--- config.mk ---
export PLATFORM = sky130hd
export DESIGN_NAME = serial_adc_control
export DESIGN_NICKNAME = d
export VERILOG_FILES = /design/src/rtl/serial_adc_pkg.sv /design/src/rtl/serial_adc_control.sv /design/src/rtl/two_entry_buffer.sv
export SDC_FILE = /design/constraint.sdc
export NUM_CORES = 1
export LEC_CHECK = 0
export BUFFER_PORTS_ARGS = -buffer_cell sky130_fd_sc_hd__buf_2
export CORE_UTILIZATION = 40
export CTS_CLUSTER_SIZE = 25
export DETAILED_ROUTE_END_ITERATION = 10
export GPL_TIMING_DRIVEN = 0
export PLACE_DENSITY = 0.6
export SLEW_MARGIN = 20
export SYNTH_ARGS = -nofsm -noshare
export SYNTH_HDL_FRONTEND = slang
export SYNTH_SLANG_ARGS = --single-unit
--- constraint.sdc ---
create_clock -name clk -period 3.2 [get_ports clk]
set_input_delay 0.32 -clock clk [delete_from_list [all_inputs] [get_ports clk]]
set_output_delay 0.32 -clock clk [all_outputs]
set_load 0.02 [all_outputs]
--- src/rtl/serial_adc_pkg.sv ---
// serial_adc_pkg: constants and carriers shared by the serial converter control logic.
// assumes a single system clock that oversamples the serial pins by a wide margin.
package serial_adc_pkg;

	// serial frame geometry
	localparam int FRAME_EDGES = 16;
	localparam int CTRL_BITS = 8;
	localparam int RESULT_BITS = 8;
	localparam int NUM_CHANNELS = 8;
	localparam int CHAN_W = 3;
	localparam int RISE_W = 4;
	localparam int FALL_W = 5;

	// control word field positions
	localparam int CHAN_MSB = 5;
	localparam int CHAN_LSB = 3;

	// falling-edge numbers inside one conversion
	localparam logic [FALL_W-1:0] FALL_FIRST = 5'h01;
	localparam logic [FALL_W-1:0] FALL_TRACK_LAST = 5'h03;
	localparam logic [FALL_W-1:0] FALL_SAMPLE = 5'h04;
	localparam logic [FALL_W-1:0] FALL_DATA_FIRST = 5'h05;
	localparam logic [FALL_W-1:0] FALL_DATA_LAST = 5'h0C;
	localparam logic [FALL_W-1:0] FALL_LAST = 5'h10;

	// rising-edge indices (zero based) inside one conversion
	localparam logic [RISE_W-1:0] RISE_CTRL_LAST = 4'h7;
	localparam logic [RISE_W-1:0] RISE_LAST = 4'hF;

	// reset values
	localparam logic [CTRL_BITS-1:0] CTRL_RESET = 8'h00;
	localparam logic [CHAN_W-1:0] DEFAULT_CHANNEL = 3'h0;

	// pin sampling vector: bit positions and idle level (chip select high)
	localparam int PIN_SCLK = 0;
	localparam int PIN_CS = 1;
	localparam int PIN_DIN = 2;
	localparam logic [2:0] PIN_IDLE = 3'h3;

	// buffer between the sampler and the output shifter
	localparam int BUF_DEPTH = 2;

	typedef enum {
		PWR_OFF,
		PWR_ON,
		PWR_NAP
	} power_e;

	typedef struct packed {
		logic [CHAN_W-1:0] chan;
		logic [RESULT_BITS-1:0] code;
	} sample_s;

endpackage

--- src/rtl/serial_adc_control.sv ---
// serial_adc_control: digital side of an eight-channel 8-bit serial converter.
// assumes clk oversamples the serial pins; conversion codes arrive on analogIn on clk.
// Contract
// - control word bits 7, 6, 2, 1, 0 have no effect.
// - channel field is control bits 5..3, bit 5 most significant.
// - channel received now selects the input of the next conversion.
// - field is a plain index 0..7; channel 0 after reset.
// - results are unsigned straight binary codes, 256 values.
// - powered while chip select low, powered down while it is high.
// - continuous mode naps from 16th falling edge to next 1st falling edge.
// - each conversion takes exactly 16 serial clock cycles.
// - conversions run back to back while chip select stays low.
// - control word captured on first 8 rising edges of each conversion.
// - out zeros on falls 1-4, result msb first 5-12, zeros 13-16.
// - data output driven only while chip select is low.
`timescale 1ns/1ns
module serial_adc_control #(
	parameter int NUM_CHANNELS = serial_adc_pkg::NUM_CHANNELS,
	parameter int BUF_DEPTH = serial_adc_pkg::BUF_DEPTH
) (
	input wire logic clk,
	input wire logic rst,
	input wire logic sclkPin,
	input wire logic csPinN,
	input wire logic dinPin,
	output logic doutPin,
	output logic doutOeN,
	input wire logic [NUM_CHANNELS-1:0][serial_adc_pkg::RESULT_BITS-1:0] analogIn,
	output logic powerUp,
	output logic trackMode,
	output logic [serial_adc_pkg::CHAN_W-1:0] sampleChannel,
	output logic [serial_adc_pkg::CTRL_BITS-1:0] channelSelectControl,
	output logic [serial_adc_pkg::RESULT_BITS-1:0] lastResult,
	output logic [serial_adc_pkg::CHAN_W-1:0] lastResultChannel
);

	// pin synchronisers: meta stage feeds only the sync stage
	logic [2:0] pinMeta_reg;
	logic [2:0] pinSync_reg;
	logic [2:0] pinPrev_reg;

	always_ff @(posedge clk or posedge rst) begin
		if (rst) begin
			pinMeta_reg <= serial_adc_pkg::PIN_IDLE;
			pinSync_reg <= serial_adc_pkg::PIN_IDLE;
			pinPrev_reg <= serial_adc_pkg::PIN_IDLE;
		end else begin
			pinMeta_reg <= {dinPin, csPinN, sclkPin};
			pinSync_reg <= pinMeta_reg;
			pinPrev_reg <= pinSync_reg;
		end
	end

	wire sclkNow = pinSync_reg[serial_adc_pkg::PIN_SCLK];
	wire sclkOld = pinPrev_reg[serial_adc_pkg::PIN_SCLK];
	wire csNowN = pinSync_reg[serial_adc_pkg::PIN_CS];
	wire csOldN = pinPrev_reg[serial_adc_pkg::PIN_CS];
	wire dinNow = pinSync_reg[serial_adc_pkg::PIN_DIN];

	// serial clock is gated off while chip select is high
	wire inFrame = ~csNowN;
	wire csFall = csOldN & ~csNowN;
	wire sclkRise = inFrame & ~csFall & ~sclkOld & sclkNow;
	wire sclkFall = inFrame & ~csFall & sclkOld & ~sclkNow;

	// edge counters
	logic [serial_adc_pkg::RISE_W-1:0] riseCnt_reg;
	logic [serial_adc_pkg::RISE_W-1:0] riseCnt_next;
	logic [serial_adc_pkg::FALL_W-1:0] fallCnt_reg;
	logic [serial_adc_pkg::FALL_W-1:0] fallCnt_next;

	// number the current falling edge will carry within its conversion
	wire [serial_adc_pkg::FALL_W-1:0] fallNum =
		(fallCnt_reg == serial_adc_pkg::FALL_LAST) ? serial_adc_pkg::FALL_FIRST : fallCnt_reg + 1'b1;

	// chip select falling with the clock low counts as the first falling edge
	wire csFallAsEdge = csFall & ~sclkNow;
	wire firstFall = csFallAsEdge | (sclkFall & (fallNum == serial_adc_pkg::FALL_FIRST));
	wire lastFall = sclkFall & (fallNum == serial_adc_pkg::FALL_LAST);
	wire sampleFall = sclkFall & (fallNum == serial_adc_pkg::FALL_SAMPLE);
	wire dataFall = sclkFall & (fallNum >= serial_adc_pkg::FALL_DATA_FIRST)
		& (fallNum <= serial_adc_pkg::FALL_DATA_LAST);
	wire dataDone = sclkFall & (fallNum == serial_adc_pkg::FALL_DATA_LAST);

	wire ctrlPhase = riseCnt_reg <= serial_adc_pkg::RISE_CTRL_LAST;
	wire ctrlCapture = sclkRise & ctrlPhase;
	wire ctrlCommit = sclkRise & (riseCnt_reg == serial_adc_pkg::RISE_CTRL_LAST);
	wire convEnd = sclkRise & (riseCnt_reg == serial_adc_pkg::RISE_LAST);

	always_comb begin
		riseCnt_next = riseCnt_reg;
		if (~inFrame | csFall) begin
			riseCnt_next = '0;
		end else if (sclkRise) begin
			riseCnt_next = (riseCnt_reg == serial_adc_pkg::RISE_LAST) ? '0 : riseCnt_reg + 1'b1;
		end
	end

	always_comb begin
		fallCnt_next = fallCnt_reg;
		if (~inFrame) begin
			fallCnt_next = '0;
		end else if (csFall) begin
			fallCnt_next = csFallAsEdge ? serial_adc_pkg::FALL_FIRST : '0;
		end else if (sclkFall) begin
			fallCnt_next = fallNum;
		end
	end

	always_ff @(posedge clk or posedge rst) begin
		if (rst) begin
			riseCnt_reg <= '0;
			fallCnt_reg <= '0;
		end else begin
			riseCnt_reg <= riseCnt_next;
			fallCnt_reg <= fallCnt_next;
		end
	end

	// control word shift-in
	logic [serial_adc_pkg::CTRL_BITS-1:0] ctrlShift_reg;
	logic [serial_adc_pkg::CTRL_BITS-1:0] channelSelectControl_reg;
	logic [serial_adc_pkg::CHAN_W-1:0] convChan_reg;

	wire [serial_adc_pkg::CTRL_BITS-1:0] ctrlWord =
		{ctrlShift_reg[serial_adc_pkg::CTRL_BITS-2:0], dinNow};
	wire [serial_adc_pkg::CHAN_W-1:0] ctrlChan =
		channelSelectControl_reg[serial_adc_pkg::CHAN_MSB:serial_adc_pkg::CHAN_LSB];

	always_ff @(posedge clk or posedge rst) begin
		if (rst) begin
			ctrlShift_reg <= serial_adc_pkg::CTRL_RESET;
		end else if (ctrlCapture) begin
			ctrlShift_reg <= ctrlWord;
		end
	end

	always_ff @(posedge clk or posedge rst) begin
		if (rst) begin
			channelSelectControl_reg <= serial_adc_pkg::CTRL_RESET;
		end else if (ctrlCommit) begin
			channelSelectControl_reg <= ctrlWord;
		end
	end

	// the new field waits for the conversion boundary so the current sample is untouched
	always_ff @(posedge clk or posedge rst) begin
		if (rst) begin
			convChan_reg <= serial_adc_pkg::DEFAULT_CHANNEL;
		end else if (convEnd) begin
			convChan_reg <= ctrlChan;
		end
	end

	// power management
	serial_adc_pkg::power_e pwrState_reg;
	serial_adc_pkg::power_e pwrState_next;

	always_comb begin
		pwrState_next = pwrState_reg;
		case (pwrState_reg)
			serial_adc_pkg::PWR_OFF: begin
				if (inFrame) begin
					pwrState_next = serial_adc_pkg::PWR_ON;
				end
			end
			serial_adc_pkg::PWR_ON: begin
				if (~inFrame) begin
					pwrState_next = serial_adc_pkg::PWR_OFF;
				end else if (lastFall) begin
					pwrState_next = serial_adc_pkg::PWR_NAP;
				end
			end
			serial_adc_pkg::PWR_NAP: begin
				if (~inFrame) begin
					pwrState_next = serial_adc_pkg::PWR_OFF;
				end else if (firstFall) begin
					pwrState_next = serial_adc_pkg::PWR_ON;
				end
			end
			default: begin
				pwrState_next = serial_adc_pkg::PWR_OFF;
			end
		endcase
	end

	wire trackNext = inFrame & (fallCnt_next >= serial_adc_pkg::FALL_FIRST)
		& (fallCnt_next <= serial_adc_pkg::FALL_TRACK_LAST);

	always_ff @(posedge clk or posedge rst) begin
		if (rst) begin
			pwrState_reg <= serial_adc_pkg::PWR_OFF;
			powerUp <= 1'b0;
			trackMode <= 1'b0;
			sampleChannel <= serial_adc_pkg::DEFAULT_CHANNEL;
		end else begin
			pwrState_reg <= pwrState_next;
			powerUp <= pwrState_next == serial_adc_pkg::PWR_ON;
			trackMode <= trackNext;
			sampleChannel <= convChan_reg;
		end
	end

	// sampling into the buffer at the end of track
	serial_adc_pkg::sample_s sampleIn;
	serial_adc_pkg::sample_s sampleOut;
	logic bufInReady;
	logic bufOutValid;
	logic shiftBusy_reg;

	assign sampleIn.chan = convChan_reg;
	assign sampleIn.code = analogIn[convChan_reg];

	// shifter only takes a word when idle, so a late pop never tears a result
	wire bufOutReady = ~shiftBusy_reg;
	wire bufPop = bufOutValid & bufOutReady;

	two_entry_buffer #(
		.WIDTH($bits(serial_adc_pkg::sample_s)),
		.DEPTH(BUF_DEPTH)
	) resultBuffer (
		.clk(clk),
		.rst(rst),
		.inValid(sampleFall),
		.inReady(bufInReady),
		.inData(sampleIn),
		.outValid(bufOutValid),
		.outReady(bufOutReady),
		.outData(sampleOut)
	);

	// output shifter
	logic [serial_adc_pkg::RESULT_BITS-1:0] resShift_reg;
	logic doutNext;

	always_comb begin
		doutNext = doutPin;
		if (~inFrame | csFall) begin
			doutNext = 1'b0;
		end else if (sclkFall) begin
			doutNext = dataFall & shiftBusy_reg & resShift_reg[serial_adc_pkg::RESULT_BITS-1];
		end
	end

	always_ff @(posedge clk or posedge rst) begin
		if (rst) begin
			resShift_reg <= '0;
			shiftBusy_reg <= 1'b0;
		end else if (bufPop) begin
			resShift_reg <= sampleOut.code;
			shiftBusy_reg <= 1'b1;
		end else if (~inFrame) begin
			// an aborted frame drops the word being shifted
			shiftBusy_reg <= 1'b0;
		end else if (dataFall) begin
			resShift_reg <= {resShift_reg[serial_adc_pkg::RESULT_BITS-2:0], 1'b0};
			shiftBusy_reg <= ~dataDone;
		end
	end

	always_ff @(posedge clk or posedge rst) begin
		if (rst) begin
			lastResult <= '0;
			lastResultChannel <= serial_adc_pkg::DEFAULT_CHANNEL;
		end else if (bufPop) begin
			lastResult <= sampleOut.code;
			lastResultChannel <= sampleOut.chan;
		end
	end

	always_ff @(posedge clk or posedge rst) begin
		if (rst) begin
			doutPin <= 1'b0;
			doutOeN <= 1'b1;
			channelSelectControl <= serial_adc_pkg::CTRL_RESET;
		end else begin
			doutPin <= doutNext;
			doutOeN <= csNowN;
			channelSelectControl <= channelSelectControl_reg;
		end
	end

endmodule

--- src/rtl/two_entry_buffer.sv ---
// two_entry_buffer: small valid/ready fifo holding sampled results.
// assumes push and pop come from logic on the same clock.
`timescale 1ns/1ns
module two_entry_buffer #(
	parameter int WIDTH = 11,
	parameter int DEPTH = 2
) (
	input wire logic clk,
	input wire logic rst,
	input wire logic inValid,
	output logic inReady,
	input wire logic [WIDTH-1:0] inData,
	output logic outValid,
	input wire logic outReady,
	output logic [WIDTH-1:0] outData
);
	localparam int PW = (DEPTH > 1) ? $clog2(DEPTH) : 1;
	localparam int CW = $clog2(DEPTH + 1);
	localparam logic [PW-1:0] PTR_LAST = PW'(DEPTH - 1);
	localparam logic [CW-1:0] COUNT_FULL = CW'(DEPTH);

	logic [WIDTH-1:0] mem [DEPTH];
	logic [PW-1:0] wrPtr_reg;
	logic [PW-1:0] rdPtr_reg;
	logic [CW-1:0] count_reg;
	logic [CW-1:0] count_next;

	wire push = inValid & inReady;
	wire pop = outValid & outReady;

	assign inReady = count_reg != COUNT_FULL;
	assign outValid = count_reg != '0;
	assign outData = mem[rdPtr_reg];

	always_comb begin
		count_next = count_reg;
		if (push & ~pop) begin
			count_next = count_reg + 1'b1;
		end else if (pop & ~push) begin
			count_next = count_reg - 1'b1;
		end
	end

	always_ff @(posedge clk or posedge rst) begin
		if (rst) begin
			wrPtr_reg <= '0;
			rdPtr_reg <= '0;
			count_reg <= '0;
		end else begin
			count_reg <= count_next;
			if (push) begin
				wrPtr_reg <= (wrPtr_reg == PTR_LAST) ? '0 : wrPtr_reg + 1'b1;
			end
			if (pop) begin
				rdPtr_reg <= (rdPtr_reg == PTR_LAST) ? '0 : rdPtr_reg + 1'b1;
			end
		end
	end

	// storage needs no reset: count guards every read
	always_ff @(posedge clk) begin
		if (push) begin
			mem[wrPtr_reg] <= inData;
		end
	end

endmodule

After elaboration in Yosys (flattened, before gate mapping)
Memories as Yosys holds them, arrays and structs flattened.
Cells that the tools add are included.

word-level totals
  output and inout port bits = 26
  memory bits (writable) = 22
  register bits = 106
  logic and storage cells = 119
  ROM bits = 0
  bits in latches = 0
  memories = 1

operators by class
  multipliers = 0
  bitwise logic cells = 34
  magnitude comparators = 6
  eq/ne operators = 12
  add/sub/neg operators = 6
  reductions and logical operators = 8
  shifts and indexed selects = 0
  divide/modulo/power cells = 0
  multiplexer cells = 30

memories
  memory            depth  bits a word  rd ports  clocked after Yosys merged registers in  write ports  RTL line                text
  resultBuffer.mem  2      11           1         0                                        1            two_entry_buffer.sv:22  logic [WIDTH-1:0] mem [DEPTH];

operators with widths
  kind                                                            number
  2-to-1 mux 32 bit                                               5
  case mux 32 bit (3 select lines)                                1
  == test 32 x 2 -> 1 bit, second input constant                  2
  == test 32 x 1 -> 1 bit, second input constant                  1
  logical NOT 32 bit                                              1
  2-to-1 mux 8 bit                                                4
  AND 1 bit                                                       24
  binary-select mux 8 bit (select 3 bit)                          1
  2-to-1 mux 5 bit                                                4
  2-to-1 mux 4 bit                                                3
  == test 5 bit, second input constant                            2
  2-to-1 mux 1 bit                                                10
  nonzero test 2 bit                                              5
  NOT 1 bit                                                       8
  adder 5 x 1 -> 5 bit, second input constant                     1
  == test 5 x 1 -> 1 bit, second input constant                   1
  == test 5 x 3 -> 1 bit, second input constant                   1
  == test 5 x 4 -> 1 bit, second input constant                   1
  >= comparator 5 x 1 -> 1 bit, second input constant             1
  >= comparator 5 x 3 -> 1 bit, second input constant             1
  less-or-equal comparator 5 x 2 -> 1 bit, second input constant  1
  less-or-equal comparator 5 x 4 -> 1 bit, second input constant  1
  adder 4 x 1 -> 4 bit, second input constant                     1
  == test 4 x 3 -> 1 bit, second input constant                   1
  12 further kinds                                                15

Longest topological paths before layout
Gate-level depths: netlist (run 1).

  depth in word-level cells = 12
  mapped depth = 10

By module
A second synthesis (run 1) with hierarchy kept.

unflattened totals
  cells, all modules = 383
  area, all modules = 5206.2 um^2

modules (own cells, without submodules)
  module              cells each  area an instance (um^2)  times used
  serial_adc_control  330         4199.0                   1
  two_entry_buffer    53          1007.2                   1

Worst setup path after synthesis (run 1)
No wires, ideal clock.

  path type = register to register
  from = reg fallCnt_reg[0] (netlist bit)
  to = mem resultBuffer.mem[0][0], enable pin
  arrival = 2.383 ns
  cell stages (with the launch flop) = 6
  path slack = 0.409 ns
  path buffers = 0
  setup time = 0.408 ns
  path through = dfrtp_1 > ha_1 > and2_1 > mux2i_1 > o22ai_1 > nor4_1

between the ends
  cells in the longest elaborated chain, start to end = 7

ends and longest elaborated chain
  what                                                          RTL line                   text
  start, declared                                               serial_adc_control.sv:69   logic [serial_adc_pkg::FALL_W-1:0] fallCnt_reg;
  start signal, assigned                                        serial_adc_control.sv:116  fallCnt_reg <= fallCnt_next;
  adder 5 x 1 -> 5 bit / == test 5 bit (equally long branches)  serial_adc_control.sv:74   (fallCnt_reg == serial_adc_pkg::FALL_LAST) ? serial_adc_pkg::FALL_FIRST : fallCnt_reg + 1'b1;
  2-to-1 mux 5 bit (*)                                          serial_adc_control.sv:74
  == test 5 x 3 -> 1 bit (*)                                    serial_adc_control.sv:80   wire sampleFall = sclkFall & (fallNum == serial_adc_pkg::FALL_SAMPLE);
  AND 1 bit (*)                                                 serial_adc_control.sv:80
  AND 1 bit (*)                                                 two_entry_buffer.sv:28     wire push = inValid & inReady;
  2-to-1 mux 1 bit (*)                                          two_entry_buffer.sv:62     if (push) begin
  2-to-1 mux 1 bit (not written as such) (*)                    two_entry_buffer.sv:63     mem[wrPtr_reg] <= inData;
  end, declared                                                 two_entry_buffer.sv:22

Every way passes the cells marked *; elsewhere a longest branch is shown, timed or not.

Final worst setup path (run 1)
  from = reg fallCnt_reg[0] (netlist bit)
  to = mem resultBuffer.mem[0][1], enable pin

The elaborated chain is that of the path after synthesis.

==> results of run 1 <==
==> layout make-up <==
class,instances,area (um^2)
tap,172,215
timing repair buffer,100,543
multi-input combinational,250,1880
inverter,7,31.3
buffer,16,88.8
fill,1158,6020
sequential,127,3300
clock buffer,20,437
clock inverter,12,110
==> power by group through the flow <==
stage	Sequential, mW	Combinational, mW	Clock, mW
final	1.96	0.825	1.77
after global routing	1.98	0.922	1.88
after CTS	1.96	0.841	1.81
after detailed placement	1.99	0.828	0
after global placement	1.98	0.797	0
after floorplan	2.05	0.486	0
==> metal layers <==
metal / track usage / wire length (um)
met5: 0 / 0
met4: 0.0795 / 176
met2: 0.259 / 5190
met3: 0.0471 / 320
met1: 0.229 / 4720
==> Yosys cell counts (6+ instances only) <==
| library cell | count | share of area |
|---|---|---|
| sky130_fd_sc_hd__a211oi_1 | 8 | 0.012 |
| sky130_fd_sc_hd__a21oi_1 | 16 | 0.015 |
| sky130_fd_sc_hd__a31oi_1 | 7 | 0.0085 |
| sky130_fd_sc_hd__dfrtp_1 | 99 | 0.48 |
| sky130_fd_sc_hd__dfstp_2 | 6 | 0.030 |
| sky130_fd_sc_hd__edfxtp_1 | 22 | 0.13 |
| sky130_fd_sc_hd__inv_1 | 6 | 0.0043 |
| sky130_fd_sc_hd__mux2_2 | 26 | 0.057 |
| sky130_fd_sc_hd__mux4_2 | 16 | 0.070 |
| sky130_fd_sc_hd__nand2_1 | 20 | 0.014 |
| sky130_fd_sc_hd__nor2_1 | 27 | 0.020 |
| sky130_fd_sc_hd__nor2b_1 | 10 | 0.012 |
| sky130_fd_sc_hd__nor4_1 | 9 | 0.011 |
| sky130_fd_sc_hd__o21ai_0 | 13 | 0.013 |
==> timing repair <==
item / in CTS / in global routing
hold endpoints to repair: 29 / 0
hold buffers: 4 / 0
setup buffers: 0 / 0
resized for setup: 0 / 0
==> path summary, 6_finish.rpt <==
kind / slack, ns / cells past startpoint / start / to
max: 0.39 / 6 / fallCnt_reg[0]$_DFF_PP0_ / resultBuffer.mem[0][1]$_DFFE_PP_
max in group asynchronous: 2.09 / 4 / rst / pinPrev_reg[0]$_DFF_PP1_
max reg2reg: 0.39 / 6 / fallCnt_reg[0]$_DFF_PP0_ / resultBuffer.mem[0][1]$_DFFE_PP_
min: 0.35 / 0 / pinMeta_reg[2]$_DFF_PP0_ / pinSync_reg[2]$_DFF_PP0_
min in group asynchronous: 0.42 / 3 / rst / sampleChannel[0]$_DFF_PP0_
min reg2reg: 0.35 / 0 / pinMeta_reg[2]$_DFF_PP0_ / pinSync_reg[2]$_DFF_PP0_
==> layout by cell type (no fill, tap or decap), drive strengths merged, types with 2 or more instances in the layout <==
master | synthesis | layout
nand2 | 20 | 20
dfrtp | 99 | 99
nand2b | 5 | 5
nor2b | 10 | 10
edfxtp | 22 | 22
mux2 | 26 | 26
a21oi | 16 | 16
a211oi | 9 | 9
ha | 5 | 5
buf | 11 | 107
xor2 | 5 | 5
nor4 | 9 | 9
o211a | 2 | 2
o21ai | 13 | 13
nor2 | 27 | 27
clkinv | 1 | 3
clkbuf | 5 | 25
nand3 | 5 | 5
nand4b | 2 | 2
xnor2 | 5 | 5
clkinvlp | 0 | 3
conb | 1 | 30
a311oi | 2 | 2
a31oi | 7 | 7
and2 | 2 | 2
or3 | 3 | 3
or2 | 3 | 3
dfstp | 6 | 6
nor3 | 4 | 4
mux2i | 5 | 5
mux4 | 16 | 16
inv | 6 | 12
o22ai | 2 | 2
nor3b | 2 | 2
nand4 | 4 | 4
dlygate4sd3 | 0 | 4
==> through the flow <==
| stage | utilization | setup slack, ns | power, mW | hold slack [ns] |
|---|---|---|---|---|
| after detailed placement | 0.477 | 0.379 | 2.82 | 0.306 |
| after global routing | 0.523 | 0.154 | 4.78 | 0.356 |
| after CTS | 0.523 | 0.364 | 4.61 | 0.354 |
| after floorplan | - | 0.129 | 2.54 | 0.324 |
| final | 0.523 | 0.387 | 4.56 | 0.350 |
| after global placement | 0.473 | -1.01 | 2.78 | 0.336 |
==> cell families (layout without fill, tap and decap cells) <==
logic type      Yosys count  in the layout  share of synthesized area
flops                   127            127                      0.637
xor+xnor                 10             10                     0.0169
buf+inv                  23            155                     0.0222
mux                      47             47                      0.136
compound gates           58             58                     0.0737
other cells               1             30                   0.000724
fa+ha+maj                 5              5                     0.0121
simple gates            100            100                      0.102
==> summary.md, run 1 <==
* via count: 3435
* total die area: 13400 um^2
* worst min-delay path category: reg2reg
* final slew viol count: 0
* GRT Residual Overflow: 0
* number of diodes: 0
* number of standard cells after synthesis: 371
* slew at the pin closest to its max-slew limit: 0.794 ns
* fraction of synthesis flops using an asynchronous set or reset pin: 0.827
* clock power share: 0.389
* net switching component of the power: 1.30 mW
* I/O pin cnt: 95
* count of yosys warnings during synthesis: 0
* maximum clock frequency: 0.356 GHz
* time the worst path needs with I/O delays and setup: 2.81 ns
* Int Power: 3.25 mW
* vias in the first global route: 3302
* Total Routed Length: 10400 um
* Crit path largest cell delay: 0.73 ns
* final number of setup-violating endpoints: 0
* top fanout value on the critical path: 7
* GPL Wtd Cong: 0.813
* data required time at the worst endpoint: 3.31 ns
* Vert. Die Dim: 116 um
* number of standard cells in the final layout excluding fillers: 704
* portion of the post-synthesis area used by sequential elements: 0.637
* proportion of total power due to net switching: 0.286
* power per standard cell area: 690 nW/um^2
* count of nets after finishing: 593
* kind of end point of the critical path: flop
* Final Hold Vio Count: 0
* PortBufs: 94
* Post-Route Setup TNS: 0 ns
* first-pass GRT wire length: 16700 um
* CP Launch Type: flop
* TritonCTS buffer count: 17
* post-detailed-route via-to-cell ratio: 4.88
* share of the cycle needed by the critical path after routing: 0.879
* peak supply drop: 0.306 mV
* RSZ-0062 raised after global routing: no
* count of state elements after synthesis: 127
* status: completed
* Max-Slew Margin vs Limit: 0.466
* sum of net half-perimeters after detailed placement: 7640 um
* clock tree from TritonCTS: built
* # placed instances: 668
* overall fraction of global-route tracks in use: 0.171
* netlist area before placement: 5180 um^2
* die width: 116 um
* crit path max-delay cell type: sky130_fd_sc_hd__nor4_2
* Crit path buffers/inverters: 1
* most used flip-flop cell after synthesis: sky130_fd_sc_hd__dfrtp_1
* ordered cell list for the critical path: ha_1, and2_1, mux2i_1, o22ai_1, nor4_2, buf_2
* Yosys cell types: 52
* Wirelength per Cell: 14.8 um
* synthesis-to-layout area growth: 27.5%
* max capacitance violation total: 0
* clock root buffer: sky130_fd_sc_hd__clkbuf_16
* family of cells with the greatest summed delay on the critical path: simple AND/OR/NAND/NOR gates
* proportion of layout cells with a drive suffix above 1: 0.357
* crit path DAT: 2.92 ns
* initial antenna violation count: 0
* worst-skew pair later-pin latency: 0.41 ns
* static leakage power: 2.93 nW
* number of H-tree levels: 4
* Placement Rows: 41
* number of nets with antenna violations after detailed routing: 0
* clock sink total: 127
* final design instance area without fill: 6600 um^2
* instance area after placement: 6020 um^2
* number of synthesized flops with an enable pin: 22
* average instance area after synthesis: 14.0 um^2
* flip-flop count of the largest register, all copies and words added: 32
* core area: 12600 um^2
* clock edge transition at the registers on the reported setup and hold paths: 0.06 ns
* worst clock skew: 0.00740 ns
* Logic pwr share: 0.181
* Max Buffers Root-to-Sink: 2
* post-detailed-route DRC marker count: 0
* Sequential Power Share: 0.430
* Worst Path Class, Setup: reg2reg
* initial core utilization: 0.410
* number of design-rule violations left by the first detailed-router iteration: 197
* maximum number of pins on one net before global-route repair: 80
* number of iterations in the first detailed-routing pass: 4
No activity file was read; power rests on OpenSTA's default activity.
==> run 2, diff against run 1 <==
Settings changed: ABC_AREA from default to 1, SLEW_MARGIN 20 to 5.
==> summary.md, run 2 <==
* status: completed
* clock root buffer: sky130_fd_sc_hd__clkbuf_16
* cell taking the most area after synthesis: sky130_fd_sc_hd__dfrtp_1
* number of standard cells after synthesis: 572
* final number of setup-violating endpoints: 0
* clock tree from TritonCTS: built
* maximum number of pins on one net before global-route repair: 65
* Most Frequent Cell on Critical Path: sky130_fd_sc_hd__inv_1
* Final Hold Vio Count: 0
* share of the cycle needed by the critical path after routing: 0.829
* synthesis-to-layout area growth: 27.0%
* number of design-rule violations left by the first detailed-router iteration: 214
* count of state elements after synthesis: 127
* core area: 13300 um^2
* overall fraction of global-route tracks in use: 0.171
* worst min-delay path category: reg2reg
* Placement Rows: 42
* max capacitance violation total: 0
* via count: 4205
* data required time at the worst endpoint: 3.23 ns
* sum of net half-perimeters after detailed placement: 8090 um
* flip-flop count of the largest register, all copies and words added: 32
* total die area: 14200 um^2
* clock edge transition at the registers on the reported setup and hold paths: 0.05 ns
* fraction of synthesis flops using an asynchronous set or reset pin: 0.827
* post-synth top area share: 0.452
* most used standard cells in the synthesized netlist: sky130_fd_sc_hd__nand2_1, sky130_fd_sc_hd__dfrtp_1, sky130_fd_sc_hd__nor2_1
* Total Routed Length: 11100 um
* Worst Path Class, Setup: reg2reg
* top fanout value on the critical path: 11
* proportion of layout cells with a drive suffix above 1: 0.255
* family of cells with the greatest summed delay on the critical path: simple AND/OR/NAND/NOR gates
* Final Core Density: 0.524
* Max-Slew Margin vs Limit: 0.357
* number of buffers added for setup after CTS: 0
* RSZ-0062 raised after global routing: no
* Wirelength per Cell: 12.3 um
* number of diodes: 0
* worst slack, placed: 0.509 ns
* power per standard cell area: 686 nW/um^2
* maximum clock frequency: 0.377 GHz
* post-detailed-route via-to-cell ratio: 4.63
* most frequent standard cell in the layout excluding fill and tap cells: sky130_fd_sc_hd__nand2_1
* portion of the post-synthesis area used by sequential elements: 0.601
* TritonCTS buffer count: 17
* worst clock skew: 0.00663 ns
* I/O pin cnt: 95
* clock sink total: 127
* die width: 119 um
* count of nets after finishing: 793
* GPL Wtd Cong: 0.884
* first-pass GRT wire length: 18900 um
* Max Buffers Root-to-Sink: 2
* netlist area before placement: 5490 um^2
* Final Hold Slack: 0.349 ns
* Vert. Die Dim: 119 um
* most frequently used cell type in the post-synthesis netlist: sky130_fd_sc_hd__nand2_1
* Crit path largest cell delay: 0.73 ns
* most used flip-flop cell after synthesis: sky130_fd_sc_hd__dfrtp_1
* kind of end point of the critical path: flop
* commonest cells after routing, fill and taps aside: sky130_fd_sc_hd__nand2_1, sky130_fd_sc_hd__buf_2, sky130_fd_sc_hd__dfrtp_1
* PortBufs: 94
* final slew viol count: 0
* time the worst path needs with I/O delays and setup: 2.65 ns
* Yosys cell types: 43
* slew at the pin closest to its max-slew limit: 0.960 ns
* post-detailed-route DRC marker count: 0
* number of nets with antenna violations after detailed routing: 0
* vias in the first global route: 4139
* dominant cells by area after synthesis: sky130_fd_sc_hd__dfrtp_1, sky130_fd_sc_hd__edfxtp_1, sky130_fd_sc_hd__nand2_1
* number of synthesized flops with an enable pin: 22
* static leakage power: 3.43 nW
* initial antenna violation count: 0
* worst-skew pair later-pin latency: 0.41 ns
* CP Launch Type: flop
* Crit path buffers/inverters: 3
* average instance area after synthesis: 9.59 um^2
* initial core utilization: 0.413
* peak supply drop: 0.360 mV
* crit path max-delay cell type: sky130_fd_sc_hd__nor2_1
* count of yosys warnings during synthesis: 0
* number of H-tree levels: 4
* GRT Residual Overflow: 0
* ordered cell list for the critical path: inv_1, ha_1, nand2_1, inv_1, nand2_2, nand3_4, nand2_4, nor3_4, inv_1, nor2_1
* number of iterations in the first detailed-routing pass: 5
* crit path DAT: 2.69 ns
* worst-case setup margin in the final layout: 0.546 ns
[run 2: cell count changes after synthesis, sizes merged, moves of 7 or more]
cell and delta:
inv +37, mux2 -21, nor2 +68, o21ai +25, nor2b -10, nand2 +146, mux4 -16, o32ai +16
nor4 -9, nand3 +19, a211oi -8, a21oi -7
[run 2: layer usage]
metal  global-route usage  routed length, um  vias up  part of all wire
met5                    0                  0        -                 0
met4               0.0759                217        0             0.019
met3               0.0493                604       21             0.054
met2                0.290               5560      132              0.50
met1                0.199               4750     1928              0.43
li1                     -                  -     2124                 -
[run 2: path summary, 6_finish.rpt]
kind,from,to,slack [ns],cells after the start
setup / recovery,fallCnt_reg[0]$_DFF_PP0_,resultBuffer.mem[0][0]$_DFFE_PP_,0.55,10
min in group asynchronous,rst,lastResult[6]$_DFFE_PP0P_,0.51,3
hold / removal,pinMeta_reg[2]$_DFF_PP0_,pinSync_reg[2]$_DFF_PP0_,0.35,0
setup reg to reg,fallCnt_reg[0]$_DFF_PP0_,resultBuffer.mem[0][0]$_DFFE_PP_,0.55,10
max in group asynchronous,rst,doutOeN$_DFF_PP1_,1.96,4
hold reg to reg,pinMeta_reg[2]$_DFF_PP0_,pinSync_reg[2]$_DFF_PP0_,0.35,0
[run 2: timing repair]
| action | 4_1_cts | 5_1_grt |
|---|---|---|
| endpoints found under the hold margin | 44 | 0 |
| hold buffers | 4 | 0 |
| resized for setup | 0 | 0 |
[run 2: kinds of logic (layout without fill, tap and decap cells)]
| group | Yosys count | count (layout) | share of synthesized area |
|---|---|---|---|
| XOR/XNOR | 5 | 5 | 0.00798 |
| flip-flops | 127 | 127 | 0.601 |
| AND/OR/NAND/NOR | 292 | 292 | 0.235 |
| AO/OA/AOI/OAI | 72 | 72 | 0.0839 |
| multiplexers | 5 | 5 | 0.0103 |
| other | 1 | 30 | 0.000684 |
| buffers and inverters | 65 | 196 | 0.0495 |
| adder cells (fa/ha/maj) | 5 | 5 | 0.0114 |
[run 2: worst reg2reg max path: cells and delay by family (launching register included)]
kind          cells  cell delay [ns]
fa+ha+maj         1             0.21
flops             1             0.45
buf+inv           3             0.30
simple gates      6             1.30
[run 2: through the flow]
stage / std cells / instance area (um^2) / total power, mW / setup TNS [ns]
after floorplan: 601 / 5590 / 2.60 / 0
after CTS: 908 / 6970 / 4.85 / 0
after global placement: 871 / 6280 / 2.86 / -96.10
final: 908 / 6970 / 4.78 / 0
after global routing: 908 / 6970 / 5.06 / 0
after detailed placement: 872 / 6310 / 2.89 / 0
[run 2: report_power, final]
group          internal [mW]  switching [mW]
clock                   1.27           0.664
sequential              1.84           0.117
combinational          0.313           0.579
[run 2: layout make-up]
type / count / area (um^2)
timing repair buffer: 99 / 538
tap: 176 / 220
fill: 1252 / 6330
inverter: 45 / 174
buffer: 20 / 100
sequential: 127 / 3300
clock buffer: 22 / 507
clock inverter: 10 / 106
multi-input combinational: 409 / 2030
